**src/shared/usb_cfg_pkg.sv**
```systemverilog
// Shared constants and carriers for the USB function configuration header.
// Assumes a single 25 MHz clock shared by the config port and the block.
package usb_cfg_pkg;

    // ------------------------------------------------------------
    // Register byte offsets in configuration space
    // ------------------------------------------------------------
    localparam logic [7:0] REV_ID_OFS       = 8'h08;
    localparam logic [7:0] HEADER_TYPE_OFS  = 8'h0E;
    localparam logic [7:0] IO_BASE_OFS      = 8'h20;
    localparam logic [7:0] INT_LINE_OFS     = 8'h3C;
    localparam logic [7:0] INT_PIN_OFS      = 8'h3D;
    localparam logic [7:0] SPEC_REL_OFS     = 8'h60;
    localparam logic [7:0] MISC_OFS         = 8'h6A;

    // Dword index of each register (byte offset without the lane)
    localparam logic [5:0] REV_ID_DW        = REV_ID_OFS[7:2];
    localparam logic [5:0] HEADER_TYPE_DW   = HEADER_TYPE_OFS[7:2];
    localparam logic [5:0] IO_BASE_DW       = IO_BASE_OFS[7:2];
    localparam logic [5:0] INT_LINE_DW      = INT_LINE_OFS[7:2];
    localparam logic [5:0] SPEC_REL_DW      = SPEC_REL_OFS[7:2];
    localparam logic [5:0] MISC_DW          = MISC_OFS[7:2];

    // ------------------------------------------------------------
    // Field layout and fixed values
    // ------------------------------------------------------------
    localparam int         BASE_LSB         = 5;
    localparam int         BASE_MSB         = 15;
    localparam logic [7:0] BASE_LO_MASK     = 8'hE0;
    localparam logic [7:0] BYTE_ALL         = 8'hFF;
    localparam logic [4:0] BASE_LOW_BITS    = 5'h01;
    localparam logic [7:0] HEADER_TYPE_VAL  = 8'h00;
    localparam logic [7:0] INT_PIN_VAL      = 8'h04;
    localparam logic [7:0] SPEC_REL_PRE     = 8'h00;
    localparam logic [7:0] SPEC_REL_1_0     = 8'h10;
    localparam logic [7:0] REV_ID_DEFAULT   = 8'h00; // arbitrary value

    // ------------------------------------------------------------
    // Reset values
    // ------------------------------------------------------------
    localparam logic [7:0] BYTE_RST         = 8'h00;
    localparam logic [7:0] MISC_LO_RST      = 8'h01;
    localparam logic [7:0] MISC_HI_RST      = 8'h00;
    localparam int         CLK_SEL_BIT      = 0;

    // ------------------------------------------------------------
    // Carriers
    // ------------------------------------------------------------
    typedef struct packed {
        logic        sel;   // Config cycle addressed to this function
        logic        wr;    // 1 write, 0 read
        logic [5:0]  dw;    // Dword index
        logic [3:0]  be;    // Byte enables, active high
        logic [31:0] wdata;
    } cfg_req_t;

    typedef struct packed {
        logic        req;   // I/O cycle address phase
        logic [15:0] addr;
    } io_req_t;

endpackage

```
**src/rtl/cfg_byte_reg.sv**
```systemverilog
// One byte-wide configuration register with a per-bit write mask.
// Assumes the caller decodes the address and byte lane into wr_en.
`timescale 1ns/100ps
module cfg_byte_reg #(
    parameter logic [7:0] RST  = 8'h00,
    parameter logic [7:0] MASK = 8'hFF
) (
    // Clock, reset, enable
    input  wire  logic       clk,
    input  wire  logic       rst_b,
    input  wire  logic       ce,
    // Write port
    input  wire  logic       wr_en,
    input  wire  logic [7:0] wdata,
    // Stored value
    output logic       [7:0] q
);

    // Masked bits take write data, the rest hold their reset value
    always_ff @(posedge clk)
    begin
        if (!rst_b)
            q <= RST;
        else if (ce && wr_en)
            q <= (q & ~MASK) | (wdata & MASK);
    end

endmodule

```
**src/rtl/usb_function_config_header.sv**
```systemverilog
// Configuration header registers of the USB host controller function.
// Assumes config and I/O cycles are decoded by same-clock bus logic; the
// shared interrupt line arrives on a pin and is synchronised here.
`timescale 1ns/100ps
module usb_function_config_header
    import usb_cfg_pkg::*;
#(
    parameter logic [7:0] REV_ID   = REV_ID_DEFAULT,
    parameter logic [7:0] SPEC_REL = SPEC_REL_PRE
) (
    // Clock, reset, enable
    input  wire  logic        clk,
    input  wire  logic        rst_b,
    input  wire  logic        ce,
    // Configuration access
    input  wire  cfg_req_t    cfg_req,
    output logic              rd_valid_q,
    output logic       [31:0] rd_data_q,
    // I/O space decode
    input  wire  io_req_t     io_req,
    output logic              io_hit_q,
    // Interrupts
    input  wire  logic        usb_irq,
    input  wire  logic        pci_interrupt_line_d_b,
    output logic              pic_irq_q,
    // USB clock selection
    output logic              usb_clk_48_sel_q
);

    // ------------------------------------------------------------
    // Access decode
    // ------------------------------------------------------------
    logic        wr_cyc;
    logic        rd_cyc;
    logic        wr_base;
    logic        wr_il;
    logic        wr_misc;
    logic [7:0]  base_lo;
    logic [7:0]  base_hi;
    logic [7:0]  int_line;
    logic [7:0]  misc_lo;
    logic [7:0]  misc_hi;
    logic [31:0] rd_mux;
    logic [15:0] base_addr;
    logic        io_match;
    logic        pirq_s1_q;
    logic        pirq_s2_q;

    // Write strobes per register; read-only registers get none
    assign wr_cyc  = cfg_req.sel && cfg_req.wr;
    assign rd_cyc  = cfg_req.sel && !cfg_req.wr;
    assign wr_base = wr_cyc && (cfg_req.dw == IO_BASE_DW);
    assign wr_il   = wr_cyc && (cfg_req.dw == INT_LINE_DW);
    assign wr_misc = wr_cyc && (cfg_req.dw == MISC_DW);

    // ------------------------------------------------------------
    // Writable storage
    // ------------------------------------------------------------

    // Base field bits 15..5; low byte keeps only bits 7..5
    cfg_byte_reg #(
        .RST  (BYTE_RST),
        .MASK (BASE_LO_MASK)
    ) u_base_lo (
        .clk   (clk),
        .rst_b (rst_b),
        .ce    (ce),
        .wr_en (wr_base && cfg_req.be[0]),
        .wdata (cfg_req.wdata[7:0]),
        .q     (base_lo)
    );

    // Upper base byte, address bits 15..8
    cfg_byte_reg #(
        .RST  (BYTE_RST),
        .MASK (BYTE_ALL)
    ) u_base_hi (
        .clk   (clk),
        .rst_b (rst_b),
        .ce    (ce),
        .wr_en (wr_base && cfg_req.be[1]),
        .wdata (cfg_req.wdata[15:8]),
        .q     (base_hi)
    );

    // Interrupt line scratch, read back only, drives nothing
    cfg_byte_reg #(
        .RST  (BYTE_RST),
        .MASK (BYTE_ALL)
    ) u_int_line (
        .clk   (clk),
        .rst_b (rst_b),
        .ce    (ce),
        .wr_en (wr_il && cfg_req.be[0]),
        .wdata (cfg_req.wdata[7:0]),
        .q     (int_line)
    );

    // Misc register low byte, bit 0 is the clock select
    cfg_byte_reg #(
        .RST  (MISC_LO_RST),
        .MASK (BYTE_ALL)
    ) u_misc_lo (
        .clk   (clk),
        .rst_b (rst_b),
        .ce    (ce),
        .wr_en (wr_misc && cfg_req.be[2]),
        .wdata (cfg_req.wdata[23:16]),
        .q     (misc_lo)
    );

    // Misc register high byte
    cfg_byte_reg #(
        .RST  (MISC_HI_RST),
        .MASK (BYTE_ALL)
    ) u_misc_hi (
        .clk   (clk),
        .rst_b (rst_b),
        .ce    (ce),
        .wr_en (wr_misc && cfg_req.be[3]),
        .wdata (cfg_req.wdata[31:24]),
        .q     (misc_hi)
    );

    // ------------------------------------------------------------
    // Read multiplexer
    // ------------------------------------------------------------

    // Hardwired fields fill the word, unmapped dwords read zero
    assign rd_mux =
        (cfg_req.dw == REV_ID_DW)      ? {24'h000000, REV_ID} :
        (cfg_req.dw == HEADER_TYPE_DW) ?
            {8'h00, HEADER_TYPE_VAL, 16'h0000} :
        (cfg_req.dw == IO_BASE_DW)     ?
            {16'h0000, base_hi, base_lo[7:5], 4'h0, 1'b1} :
        (cfg_req.dw == INT_LINE_DW)    ?
            {16'h0000, INT_PIN_VAL, int_line} :
        (cfg_req.dw == SPEC_REL_DW)    ? {24'h000000, SPEC_REL} :
        (cfg_req.dw == MISC_DW)        ? {misc_hi, misc_lo, 16'h0000} :
                                         32'h00000000;

    // Read answer one clock after the request is taken
    always_ff @(posedge clk)
    begin
        if (!rst_b)
        begin
            rd_valid_q <= 1'b0;
            rd_data_q  <= 32'h00000000;
        end
        else if (ce)
        begin
            rd_valid_q <= rd_cyc;
            if (rd_cyc)
                rd_data_q <= rd_mux;
        end
    end

    // ------------------------------------------------------------
    // I/O window decode
    // ------------------------------------------------------------

    // 32-byte window; low five address bits are the register index
    assign base_addr = {base_hi, base_lo[7:5], 5'h00};
    assign io_match  = io_req.req &&
        (io_req.addr[BASE_MSB:BASE_LSB] ==
         base_addr[BASE_MSB:BASE_LSB]);

    // Claim flag registered for a clean output
    always_ff @(posedge clk)
    begin
        if (!rst_b)
            io_hit_q <= 1'b0;
        else if (ce)
            io_hit_q <= io_match;
    end

    // ------------------------------------------------------------
    // Interrupt routing and clock select
    // ------------------------------------------------------------

    // Shared pin passes two flops before the OR
    always_ff @(posedge clk)
    begin
        if (!rst_b)
        begin
            pirq_s1_q <= 1'b1;
            pirq_s2_q <= 1'b1;
        end
        else if (ce)
        begin
            pirq_s1_q <= pci_interrupt_line_d_b;
            pirq_s2_q <= pirq_s1_q;
        end
    end

    // USB request merged with the shared line toward the PIC
    always_ff @(posedge clk)
    begin
        if (!rst_b)
            pic_irq_q <= 1'b0;
        else if (ce)
            pic_irq_q <= usb_irq || !pirq_s2_q;
    end

    // Clock select follows misc bit 0, one means 48 MHz
    always_ff @(posedge clk)
    begin
        if (!rst_b)
            usb_clk_48_sel_q <= MISC_LO_RST[CLK_SEL_BIT];
        else if (ce)
            usb_clk_48_sel_q <= misc_lo[CLK_SEL_BIT];
    end
endmodule

```
**config.mk**
```make
export PLATFORM = sky130hd
export DESIGN_NAME = usb_function_config_header
export DESIGN_NICKNAME = d
export VERILOG_FILES = /design/src/shared/usb_cfg_pkg.sv /design/src/rtl/cfg_byte_reg.sv /design/src/rtl/usb_function_config_header.sv
export SDC_FILE = /design/constraint.sdc
export NUM_CORES = 1
export LEC_CHECK = 0
export ABC_AREA = 1
export BUFFER_PORTS_ARGS = -buffer_cell sky130_fd_sc_hd__buf_2
export CAP_MARGIN = 0
export CORE_MARGIN = 1
export CORE_UTILIZATION = 54
export CTS_CLUSTER_SIZE = 30
export DETAILED_ROUTE_END_ITERATION = 10
export GPL_ROUTABILITY_DRIVEN = 0
export PLACE_DENSITY = 0.9
export SYNTH_ARGS = -nofsm -noshare
export SYNTH_HDL_FRONTEND = slang
export SYNTH_SLANG_ARGS = --single-unit
export TNS_END_PERCENT = 10
```
**constraint.sdc**
```tcl
create_clock -name clk -period 2.72 [get_ports clk]
set_input_delay 0.136 -clock clk [delete_from_list [all_inputs] [get_ports clk]]
set_output_delay 0.136 -clock clk [all_outputs]
set_load 0.005 [all_outputs]
```
# Word level (Yosys, flattened, before mapping)
# Cells that the tools add are included.
[totals]
reg_bits = 78
word_cells = 46
inputBits = 66
output_inout_bits = 36
[classes]
n_eq_ne = 7
reduce_logical = 20
muxes = 6
bitwise_logic = 1
[op_table]
columns = ["op", "n"]
rows = [
  ["32-bit 2-to-1 mux", 6],
  ["1-bit logical AND", 16],
  ["6-bit by 2-bit == test with 1-bit output, second input constant", 2],
  ["6-bit by 4-bit == test with 1-bit output, second input constant", 2],
  ["6-bit by 5-bit == test with 1-bit output, second input constant", 2],
  ["11-bit == test", 1],
  ["5-bit by 8-bit OR with 8-bit output", 1],
  ["1-bit zero test", 2],
  ["2-bit AND reduction", 1],
  ["1-bit logical OR", 1],
]

# Depth between registers and ports, before layout
[depth]
ltp_word = 7
depth_mapped = 9

# Modules after synthesis
# From an unflattened synthesis, not the netlist that was laid out.
[hier_totals]
cells_unflattened = 496
hier_area_um2 = 3424.5
[by_module_without_submodules]
columns = ["mod", "area_each_um2", "seq_area_each_um2", "n_inst", "cells_each"]
rows = [
  ["usb_function_config_header", 1874.3, 760.7, 1, 269],
  ["cfg_byte_reg at u_base_hi ...", 347.8, 160.2, 3, 51],
  ["cfg_byte_reg at u_misc_lo", 342.8, 160.2, 1, 49],
  ["cfg_byte_reg at u_base_lo", 163.9, 60.1, 1, 25],
]

# Least setup slack after synthesis
# Ideal clock, no wire load.
[synth_timing]
path_type = "input-to-reg"
start = "input ce"
end = "register u_int_line.q[5]"
slack_ns = 1.631
stages = 7
required_ns = 2.601
t_arrival_ns = 0.970
setup_time_ns = 0.119
path_cell_list = "buf_4 inv_2 nor2_4 nand4_2 buf_2 o21ai_1 a21oi_1"
[synth_between]
elab_chain_cells = 1
[synth_rtl]
columns = ["element", "line_no", "source"]
rows = [
  ["start, declared", "usb_function_config_header.sv:14", "input wire logic ce,"],
  ["1-bit logical AND", "cfg_byte_reg.sv:24", "else if (ce && wr_en)"],
  ["end signal, assigned", "cfg_byte_reg.sv:25", "q <= (q & ~MASK) | (wdata & MASK);"],
  ["end, declared", "cfg_byte_reg.sv:16", "output logic [7:0] q"],
]
# No other way between the ends.
# A chain may end at the register's enable or synchronous reset.

# Worst setup path in the final report
[layout_timing]
start = "input cfg_req[39] in the netlist's numbering"
end = "register u_base_hi.q[1]"
[layout_between]
elab_chain_cells = 4
[layout_rtl]
columns = ["element", "line_no", "source"]
rows = [
  ["start, declared", "usb_function_config_header.sv:16", "input wire cfg_req_t cfg_req,"],
  ["6-bit by 4-bit == test with 1-bit output", "usb_function_config_header.sv:52", "assign wr_base = wr_cyc && (cfg_req.dw == IO_BASE_DW);"],
  ["1-bit logical AND", "usb_function_config_header.sv:52", ""],
  ["1-bit logical AND", "usb_function_config_header.sv:81", ".wr_en (wr_base && cfg_req.be[1]),"],
  ["1-bit logical AND", "cfg_byte_reg.sv:24", ""],
  ["end signal, assigned", "cfg_byte_reg.sv:25", ""],
  ["end, declared", "cfg_byte_reg.sv:16", ""],
]
# No other way between the ends.

==> results.yml <==
timing:
  drv_slew: 0
  skew_ns: 0.00432
  post-route-period-util: 0.533
  hold_viol: 0
  fin_crit_ns: 1.45
  worstMarginPinSlew_ns: 0.950
  max_freq_ghz: 0.689
  setup_tns_ns: 0
  setup_violations: 0
  rsz0062_at_grt: "no"
  slew_headroom: 0.366
finish:
  antenna_cells: 0
  synthToLayoutAreaGrowth_pct: 23.0
  multi_input_area_um2: 1310
  fill_cells: 441
  final_cell_area_um2: 3720
  final_cells: 580
  final_layout_size_suffix_gt1_frac: 0.249
  fin_nets: 571
  regArea_um2: 1460
floorplanning:
  initial_core_util: 0.577
  coreArea_um2: 5240
  die_width_um: 76.8
  chipHeight_um: 76.8
  dieArea_um2: 5900
  rows: 26
  io_pins: 102
synthesis:
  synth.avg_cell_area_um2: 7.28
  synth_seq_area_share: 0.483
  synth_compound_area_frac: 0.131
  ys_ff_latch: 73
  synthArstFlopShare: 0
  synthesis.area_um2: 3020
  syn_nets: 481
  synth_top_family_by_area: "simple AND/OR/NAND/NOR gates"
  synth-edff-count: 0
  synthAdderAreaFrac: 0
  muxShareOfSynthArea: 0
  synth-main-ff-cell: "dfxtp_1"
  yosys.area_share.simple: 0.296
  yosys_warnings: 0
  synth_xor_area_frac: 0.00579
  ys_types: 25
  syn_inst: 415
place:
  placed_cell_area_um2: 3510
  io_buffers: 96
  place.detailed.hpwl_um: 5260
  place_inst: 564
clocking:
  numClockSinks: 73
  post_cts_buffers: 0
  cts_made_buffers: 9
  h-tree-depth: 3
  cts_hold_buf: 0
  clockRootBuffer: "clkbuf_8"
  clk_path_buf_depth: 2
  cts_tree: "done"
  clkTransAtPathRegs_ns: 0.07
  clock_latency_ns: 0.35
  cts_resized: 0
route:
  drt_iter0_markers: 137
  routedWlPerCell_um: 12.8
  routed_wl_um: 7400
  vias_per_cell: 5.24
  vias: 3038
  drc: 0
  ant_nets: 0
  firstDrtPassIters: 4
global_route:
  first_global_vias: 2833
  grt_usage: 0.271
  grt_pass1_wl_um: 12600
  grt_remaining_overflow: 0
  grt_max_degree: 41
  antenna_found_initial: 0
job:
  maxCapViolCount: 0
power_and_ir_drop:
  ir_drop_uv: 365
  p_clk_frac: 0.428
  p_comb_frac: 0.061
  seq_power_share: 0.511
  total_power_mw: 2.11
  p_int_mw: 1.64
  p_per_area_nw_per_um2: 567
  power_switching_mw: 0.471
  leakage_nw: 1.67
  swShare: 0.224
worst_setup_path:
  cp_max_fo: 14
  cp.required_ns: 3.00
  endpoint: "u_base_hi.q[1]"
  worst-r2r-setup-slack_ns: 1.64
  criticalPathCategory: "in -> reg"
  crit_start: "cfg_req[39]"
  worstPathArrival_ns: 1.73
  worstSetupStartpointType: "input pin"
  reg2reg_from: "u_base_hi.q[4]"
  end_kind: "flop"
  timing.rr.end: "io_hit_q"
  reg2reg_depth: 8
run_status:
  status: "complete, no violations"
worst_hold_path:
  min_path_type: "in -> reg"
==> how the worst min path moves through the flow <==
| stage | from | end | slack, ns | cells after the start |
|---|---|---|---|---|
| 2_1_floorplan | cfg_req[16] | u_misc_lo.q[0] | 0.26 | 2 |
| 3_3_place_gp | cfg_req[16] | u_misc_lo.q[0] | 0.36 | 3 |
| 3_5_place_dp | pci_interrupt_line_d_b | pirq_s1_q | 0.37 | 3 |
| 4_1_cts | cfg_req[20] | u_misc_lo.q[4] | 0.0008 | 3 |
| 5_1_grt | cfg_req[26] | u_misc_hi.q[2] | 0.02 | 3 |
| 6_report | cfg_req[22] | u_misc_lo.q[6] | 0.01 | 3 |
==> per-stage QoR <==
| step | hold slack, ns | setup WS [ns] | util |
|---|---|---|---|
| 3_5_place_dp | 0.371 | 0.964 | 0.670 |
| 5_1_grt | 0.0165 | 1.06 | 0.710 |
| 4_1_cts | 0.000836 | 1.32 | 0.710 |
| 6_report | 0.0135 | 1.27 | 0.710 |
| 2_1_floorplan | 0.262 | 1.63 | - |
| 3_3_place_gp | 0.362 | 1.07 | 0.670 |
==> synthesized netlist by cell type (2+ instances only) <==
cell	instances	share of area
a21oi_1	42	0.070
buf_2	10	0.017
buf_6	2	0.0074
clkbuf_1	7	0.0087
dfxtp_1	73	0.48
inv_1	34	0.042
inv_2	3	0.0037
nand2_1	92	0.11
nand2_2	2	0.0041
nand3_1	31	0.051
nand4_1	7	0.014
nor2_1	43	0.053
nor2_4	4	0.015
nor3_1	19	0.031
o21ai_0	33	0.055
o21ai_1	3	0.0050
xnor2_1	2	0.0058
==> kinds of logic after synthesis <==
logic type | count (synthesis)
buf+inv | 59
flops | 73
simple gates | 202
compound gates | 79
xor+xnor | 2
==> cell type report <==
class	count	area share
Sequential cell	73	0.393
Tap cell	70	0.0236
Clock buffer	10	0.0343
Timing Repair Buffer	99	0.135
Clock inverter	6	0.0222
Inverter	39	0.0397
Multi-Input combinational cell	283	0.352
==> metal layers <==
layer  wire length, um  GRT usage  up-vias
met5                 0          0        -
met4               169      0.102        0
met3               580     0.0786       18
met2              3470      0.449      135
met1              3180      0.330     1356
li1                  -          -     1529
==> power by group through the flow <==
stage	Sequential, mW	Clock [mW]	Combinational (mW)
after floorplan	1.10	0	0.0639
after global placement	1.10	0	0.125
after detailed placement	1.10	0	0.127
after CTS	1.08	0.916	0.128
after global routing	1.08	0.958	0.144
final	1.08	0.902	0.129
==> critical path, stage by stage <==
cell,delay (ns)
buf_2,0.09
inv_1,0.04
nor2_1,0.11
and2_1,0.38
nand2_1,0.41
nor2_4,0.29
o21ai_0,0.13
nor2_1,0.13
==> placed cells by master (no fill, tap or decap), drive strengths merged <==
cell / synthesis / final
nor3: 20 / 20
nand3: 31 / 31
a21oi: 42 / 42
clkinvlp: 0 / 1
nor2: 48 / 48
o21ai: 36 / 36
and2: 1 / 1
clkinv: 2 / 5
clkbuf: 7 / 10
nand4: 8 / 8
nand2: 94 / 94
bufinv: 0 / 2
dfxtp: 73 / 73
xnor2: 2 / 2
buf: 13 / 99
inv: 37 / 37
a31oi: 1 / 1
==> sequential cells by signal, indices dropped and copies added (netlist names) <==
signal and count:
rd_data_q 32, u_base_hi.q 8, u_int_line.q 8, u_misc_hi.q 8
u_misc_lo.q 8, u_base_lo.q 3, io_hit_q 1, pic_irq_q 1
pirq_s1_q 1, pirq_s2_q 1, rd_valid_q 1, usb_clk_48_sel_q 1
Power figures use the tool's default switching activity.
